--- config.mk ---
export PLATFORM = sky130hd
export DESIGN_NAME = pdlp_host
export DESIGN_NICKNAME = d
export VERILOG_FILES = /design/src/include/pdlp_pkg.sv /design/src/logic/pdlp_host.sv /design/src/logic/pdlp_timer.sv
export SDC_FILE = /design/constraint.sdc
export NUM_CORES = 1
export LEC_CHECK = 0
export ABC_AREA = 1
export BUFFER_PORTS_ARGS = -buffer_cell sky130_fd_sc_hd__buf_4
export CAP_MARGIN = 20
export CORE_MARGIN = 5
export CORE_UTILIZATION = 37
export DETAILED_ROUTE_END_ITERATION = 6
export GPL_TIMING_DRIVEN = 0
export HOLD_SLACK_MARGIN = 0.06
export SLEW_MARGIN = 10
export SYNTH_ARGS = -nofsm -noshare
export SYNTH_HDL_FRONTEND = slang
export SYNTH_SLANG_ARGS = --single-unit
--- constraint.sdc ---
create_clock -name mclk -period 2.1 [get_ports mclk]
set_input_delay 0.21 -clock mclk [delete_from_list [all_inputs] [get_ports mclk]]
set_output_delay 0.21 -clock mclk [all_outputs]
set_load 0.05 [all_outputs]
--- src/include/pdlp_pkg.sv ---
/*
  Package for the parallel DAC load port host controller: word width,
  strobe timing counts and the request / answer carriers.
  Assumes a single 20 MHz clock domain and a 12-bit converter word.
*/
package pdlp_pkg;

  // ****************************************************************
  // widths and timing
  // ****************************************************************
  localparam int unsigned PDLP_WORD_W      = 12;
  localparam int unsigned PDLP_CLK_NS      = 50;
  // strobe low time, setup before strobe and gap after it, in ns
  localparam int unsigned PDLP_SEL_LOW_NS  = 100;
  localparam int unsigned PDLP_SETUP_NS    = 50;
  localparam int unsigned PDLP_GAP_NS      = 50;
  localparam logic [3:0]  PDLP_SEL_LOW_CYC =
    4'((PDLP_SEL_LOW_NS + PDLP_CLK_NS - 1) / PDLP_CLK_NS);
  localparam logic [3:0]  PDLP_SETUP_CYC   =
    4'((PDLP_SETUP_NS + PDLP_CLK_NS - 1) / PDLP_CLK_NS);
  localparam logic [3:0]  PDLP_GAP_CYC     =
    4'((PDLP_GAP_NS + PDLP_CLK_NS - 1) / PDLP_CLK_NS);

  // ****************************************************************
  // carriers
  // ****************************************************************
  typedef logic [PDLP_WORD_W-1:0] pdlp_word_t;

  typedef struct packed {
    logic       rd;
    pdlp_word_t wdata;
  } pdlp_req_s;

  typedef struct packed {
    logic       sel_n;
    logic       rw;
  } pdlp_ctl_s;

  typedef enum logic [4:0] {
    PDLP_IDLE  = 5'h01,
    PDLP_SETUP = 5'h02,
    PDLP_LOW   = 5'h04,
    PDLP_RISE  = 5'h08,
    PDLP_GAP   = 5'h10
  } pdlp_state_e;

endpackage

--- src/logic/pdlp_host.sv ---
/*
  Host end of the parallel DAC load port: turns a user request into one
  complete select strobe with the direction line set for write or read.
  Assumes the converter sits on the pins directly and that its readback
  data is valid while select is low; inputs are synchronous to mclk.
*/

module pdlp_host
  import pdlp_pkg::*;
(
  // clock and reset
  input  wire logic       mclk,
  input  wire logic       rst_n,
  // user request
  input  wire logic       req_valid,
  input  wire pdlp_req_s  req,
  output logic            req_ready,
  // user answer
  output logic            rsp_valid,
  output pdlp_word_t      rsp_rdata,
  // converter control pins
  output logic            sel_n,
  output logic            rw,
  // converter data pins
  input  wire pdlp_word_t db_in,
  output pdlp_word_t      db_out,
  output pdlp_word_t      db_oe_n
);

  // ****************************************************************
  // state
  // ****************************************************************
  pdlp_state_e st_q;
  pdlp_state_e st_d;
  pdlp_req_s   req_q;
  pdlp_ctl_s   ctl_q;
  pdlp_ctl_s   ctl_d;
  logic        drive_q;
  logic        drive_d;
  logic        rsp_valid_q;
  pdlp_word_t  rdata_q;
  logic        ready_q;
  logic        tmr_load;
  logic [3:0]  tmr_val;
  logic        tmr_done;
  logic        take;
  logic        capture;
  logic        st_idle;
  logic        st_low;
  logic        st_rise;
  logic        st_gap;
  logic        nxt_idle;
  logic        nxt_low;
  logic        wr_done;
  pdlp_word_t  oe_n_q;

  // ****************************************************************
  // state decode
  // ****************************************************************
  assign st_idle  = (st_q == PDLP_IDLE);
  assign st_low   = (st_q == PDLP_LOW);
  assign st_rise  = (st_q == PDLP_RISE);
  assign st_gap   = (st_q == PDLP_GAP);
  assign nxt_idle = (st_d == PDLP_IDLE);
  assign nxt_low  = (st_d == PDLP_LOW);
  // a request is only taken once ready shows, never on the edge after reset
  assign take     = st_idle && req_valid && ready_q;
  assign capture  = st_low && tmr_done && req_q.rd;
  assign wr_done  = st_rise && !req_q.rd;

  // ****************************************************************
  // phase sequencing
  // ****************************************************************
  // one strobe per word
  always_comb
  begin
    st_d     = st_q;
    tmr_load = 1'b0;
    tmr_val  = PDLP_SETUP_CYC;
    unique case (st_q)
      PDLP_IDLE:
        if (take)
        begin
          st_d     = PDLP_SETUP;
          tmr_load = 1'b1;
          tmr_val  = PDLP_SETUP_CYC;
        end
      PDLP_SETUP:
        if (tmr_done)
        begin
          st_d     = PDLP_LOW;
          tmr_load = 1'b1;
          tmr_val  = PDLP_SEL_LOW_CYC;
        end
      PDLP_LOW:
        if (tmr_done)
          st_d = PDLP_RISE;
      PDLP_RISE:
      begin
        st_d     = PDLP_GAP;
        tmr_load = 1'b1;
        tmr_val  = PDLP_GAP_CYC;
      end
      PDLP_GAP:
        if (tmr_done)
          st_d = PDLP_IDLE;
      default:
        st_d = PDLP_IDLE;
    endcase
  end

  // ****************************************************************
  // pin drive
  // ****************************************************************
  // direction low and data driven for a write
  // direction high and data released for a read
  assign ctl_d   = '{sel_n: ~nxt_low, rw: (take ? req.rd : ctl_q.rw)};
  // data stays driven until after select has risen so the latch sees it
  assign drive_d = take ? ~req.rd :
                   (st_gap && tmr_done) ? 1'b0 : drive_q;

  pdlp_timer u_timer (
    .mclk     (mclk),
    .rst_n    (rst_n),
    .load     (tmr_load),
    .load_val (tmr_val),
    .done     (tmr_done)
  );

  // ****************************************************************
  // registers
  // ****************************************************************
  always_ff @(posedge mclk or negedge rst_n)
  begin
    if (!rst_n)
      st_q <= PDLP_IDLE;
    else
      st_q <= st_d;
  end

  always_ff @(posedge mclk or negedge rst_n)
  begin
    if (!rst_n)
      ctl_q <= '{sel_n: 1'b1, rw: 1'b1};
    else
      ctl_q <= ctl_d;
  end

  always_ff @(posedge mclk or negedge rst_n)
  begin
    if (!rst_n)
      drive_q <= 1'b0;
    else
      drive_q <= drive_d;
  end

  // ready is registered from the next state, so it rises with idle but stays low through reset until the first edge after
  always_ff @(posedge mclk or negedge rst_n)
  begin
    if (!rst_n)
      ready_q <= 1'b0;
    else
      ready_q <= nxt_idle && !take;
  end

  always_ff @(posedge mclk or negedge rst_n)
  begin
    if (!rst_n)
      req_q <= '0;
    else if (take)
      req_q <= req;
  end

  // ****************************************************************
  // readback capture
  // ****************************************************************
  // sample the readback word just before select rises
  always_ff @(posedge mclk or negedge rst_n)
  begin
    if (!rst_n)
      rdata_q <= '0;
    else if (capture)
      rdata_q <= db_in;
  end

  always_ff @(posedge mclk or negedge rst_n)
  begin
    if (!rst_n)
      rsp_valid_q <= 1'b0;
    else
      rsp_valid_q <= capture || wr_done;
  end

  // ****************************************************************
  // per-pin output enable
  // ****************************************************************
  // one flop per pin so each enable can sit beside its pad
  for (genvar b = 0; b < PDLP_WORD_W; b++)
  begin : g_oe
    always_ff @(posedge mclk or negedge rst_n)
    begin
      if (!rst_n)
        oe_n_q[b] <= 1'b1;
      else
        oe_n_q[b] <= ~drive_d;
    end
  end

  // write completes at the select rise, answered after it
  assign req_ready = ready_q;
  assign rsp_valid = rsp_valid_q;
  assign rsp_rdata = rdata_q;
  assign sel_n     = ctl_q.sel_n;
  assign rw        = ctl_q.rw;
  assign db_out    = req_q.wdata;
  // data released whenever no write is under way
  assign db_oe_n   = oe_n_q;

endmodule

--- src/logic/pdlp_timer.sv ---
/*
  Down counter used to time the setup, select-low and gap phases of a strobe cycle.
  Assumes load and count requests come from the same clock domain.
*/
module pdlp_timer
  import pdlp_pkg::*;
(
  // clock and reset
  input  wire logic       mclk,
  input  wire logic       rst_n,
  // control
  input  wire logic       load,
  input  wire logic [3:0] load_val,
  // status
  output logic            done
);

  logic [3:0] cnt_q;
  logic [3:0] cnt_d;

  assign cnt_d = load ? load_val : ((cnt_q != 4'h0) ? 4'(cnt_q - 4'h1) : cnt_q);
  assign done  = (cnt_q == 4'h1) || (cnt_q == 4'h0);

  always_ff @(posedge mclk or negedge rst_n)
  begin
    if (!rst_n)
      cnt_q <= 4'h0;
    else
      cnt_q <= cnt_d;
  end

endmodule

==> impl_metrics.json <==
{
  "min_period_ps": 1700,
  "r2r_start": "u_timer.cnt_q[0]",
  "crit_fanout": 10,
  "gr-total-overflow": 0,
  "min_path_type": "in -> reg",
  "grt_pass1_vias": 1582,
  "drive_above_1_share": 0.391,
  "p_comb_frac": 0.588,
  "clockBufferDepth": 2,
  "synth_top_area_cell": "dfrtp_1",
  "cpMaxStageDelayCell": "dfrtp_1",
  "setup-tns-final_ps": 0,
  "timing.hold.ws_ps": 103,
  "grt_pass1_wl_mm": 7.16,
  "ys_top_cells_by_area": "dfrtp_1 45%, nand2_1 17%, buf_4 9.1%",
  "netlist_area_mm2": 0.00199,
  "crit_start": "u_timer.cnt_q[0]",
  "numClockSinks": 40,
  "area_growth_pct": 35.8,
  "rrSetupSlack_ps": 400,
  "crit_family": "simple AND/OR/NAND/NOR gates",
  "switching_power_w": 0.00222,
  "routed_wirelength_mm": 4.10,
  "dpl-instance-area_mm2": 0.00258,
  "syn_inst": 231,
  "die_width_um": 83.3,
  "vias": 1632,
  "worstMarginPinSlew_ps": 499,
  "reg2reg_depth": 10,
  "crit_arrival_ps": 1880,
  "worstPathRequired_ps": 2280,
  "synthAdderAreaFrac": 0.0189,
  "ys_seq_area_frac": 0.506,
  "yosys.area_share.simple": 0.292,
  "dpl.cell_count": 368,
  "powerDensity_mw_per_mm2": 1690,
  "crit_end": "rsp_rdata[7]",
  "seq_power_share": 0.277,
  "drtIter0Drc": 58,
  "cts.htree.levels": 2,
  "cp.buffers_inverters": 3,
  "synth_edf_count": 0,
  "cp.depth": 10,
  "cap_violations": 0,
  "p_leak_nw": 1.48,
  "start_util": 0.385,
  "cpPeakStageDelay_ps": 420,
  "yosysUniqueCellTypes": 25,
  "muxShareOfSynthArea": 0,
  "critPathMostFrequentCell": "nand2_1",
  "cts_buffers": 5,
  "fin_cells": 377,
  "clk_latency_ps": 290,
  "setup_viol": 0,
  "final_antenna_net_count": 0,
  "synth_xor_area_frac": 0.00440,
  "holdPathStages": 3,
  "grt_max_degree": 41,
  "fin_skew_ps": 4.88,
  "tritoncts": "done",
  "finalHoldViolations": 0,
  "rows": 26,
  "dr.pass1.iters": 4,
  "async_reset_ff_frac": 1.00,
  "wl_per_cell_um": 10.9,
  "synth_compound_area_frac": 0.0252,
  "switching_share": 0.485,
  "critPathKind": "reg -> reg",
  "status": "completed",
  "cts-root-buf": "clkbuf_8",
  "routed_via_density": 4.33,
  "total_power_w": 0.00457,
  "ys_seq_elements": 40,
  "rsz0062_at_grt": "false",
  "crit_path_start_kind": "flip-flop",
  "clkTransAtPathRegs_ps": 80,
  "core_area_mm2": 0.00517,
  "synth.net_count": 262,
  "synth_top_family_by_area": "simple AND/OR/NAND/NOR gates",
  "r2r-end": "rsp_rdata[7]",
  "dpl.hpwl_mm": 3.12,
  "cts_resized": 0,
  "ys.flop_type": "dfrtp_1",
  "pwr-share-clk": 0.135,
  "finalCritPeriodShare": 0.808,
  "ios": 68,
  "track_usage": 0.125,
  "drt_drc_violations_left": 0,
  "path_cells": "inv_1 -> ha_1 -> nor2_1 -> nor2_4 -> inv_2 -> nor2_8 -> nand2_4 -> buf_6 -> nand2_1 -> nand2_1",
  "max-slew-margin-rel": 0.668,
  "nNetsFinal": 337,
  "fin_area_mm2": 0.00270,
  "slew_violations": 0,
  "syn_area_per_cell_um2": 8.61,
  "die_h_um": 83.3,
  "ir_drop_mv": 0.754,
  "port_buffers": 67,
  "endpoint_kind": "flip-flop",
  "antenna_found_initial": 0,
  "p_int_w": 0.00235,
  "max_freq_mhz": 589,
  "synth_top_area_share": 0.453,
  "yosysWarnings": 0,
  "dieArea_mm2": 0.00694,
  "n_antenna_cell": 0,
  "place.gp.congestion": 0.775
}
==> power by group through the flow <==
stage | Combinational (W) | Sequential, W | Clock [W]
6_report | 0.00269 | 0.00127 | 0.000618
5_1_grt | 0.00291 | 0.00131 | 0.000680
4_1_cts | 0.00272 | 0.00127 | 0.000649
3_5_place_dp | 0.00272 | 0.00128 | 0
3_3_place_gp | 0.00269 | 0.00128 | 0
2_1_floorplan | 0.00176 | 0.00155 | 0
==> worst register-to-register path, delay by kind of cell (launching register included) <==
| family | cells | cell delay (ps) |
|---|---|---|
| and+or+nand+nor | 6 | 560 |
| adders and majority gates | 1 | 230 |
| buffers and inverters | 3 | 380 |
| DFF | 1 | 420 |
==> cells in the mapped netlist (all sizes together) (2+ instances only) <==
master   n
a21oi    3
buf     28
dfrtp   36
dfstp    4
ha       3
inv     22
nand2   90
nand3   17
nand4    4
nor2    13
nor3     2
o21ai    7
==> worst min path at each step <==
stage | startpoint | end | slack (ps)
6_report | req[8] | db_out[8] | 100
5_1_grt | req[9] | db_out[9] | 90
4_1_cts | req[10] | db_out[10] | 90
3_5_place_dp | rst_n | rsp_rdata[8] | 220
3_3_place_gp | rst_n | rsp_rdata[8] | 220
2_1_floorplan | rst_n | db_out[0] | -90
==> sequential cells by signal (all words and copies together) (netlist names), 4 cells and up <==
| signal | flops |
|---|---|
| db_out | 12 |
| u_timer.cnt_q | 4 |
| rsp_rdata | 12 |
| st_q | 5 |
==> cell type report <==
class	count	area (um^2)
sequential	40	1010
clock inverter	3	42.5
timing repair buffer	68	513
clock buffer	5	68.8
fill	505	2470
inverter	22	82.6
buffer	29	223
tap	70	87.6
multi-input combinational	140	678
==> cells by family after synthesis <==
kind of cell    Yosys count
xor+xnor                  1
compound gates           10
flops                    40
simple gates            126
fa+ha+maj                 3
buf+inv                  51
==> cell usage in the layout, fill, tap and decap left out, types with 3 or more instances in the layout <==
| master | netlist | routed |
|---|---|---|
| o21ai_0 | 4 | 4 |
| nor2_1 | 8 | 8 |
| clkbuf_8 | 0 | 5 |
| nand3_1 | 16 | 16 |
| ha_1 | 3 | 3 |
| buf_6 | 3 | 3 |
| nand2_1 | 88 | 88 |
| o21ai_1 | 3 | 3 |
| inv_2 | 4 | 4 |
| dfstp_2 | 4 | 4 |
| buf_4 | 24 | 91 |
| a21oi_1 | 3 | 3 |
| nor2_4 | 3 | 3 |
| nand4_1 | 4 | 4 |
| inv_1 | 18 | 18 |
| dfrtp_1 | 36 | 36 |
==> repair_timing <==
action | CTS | global route
endpoints found under the hold margin | 36 | 0
buffers inserted | 0 | 0
hold buffers | 1 | 0
==> through the flow <==
step	setup slack [ps]	utilization
floorplan	596	-
global placement	443	0.499
detailed placement	387	0.499
CTS	385	0.522
global route	230	0.522
finish	404	0.522
==> per-layer routing <==
layer,GRT usage,share of wire,routed length [um]
met1,0.154,0.44,1830
met2,0.198,0.46,1900
met3,0.0465,0.075,309
met4,0.0490,0.016,66
met5,0,0,0
Power figures use the tool's default switching activity.
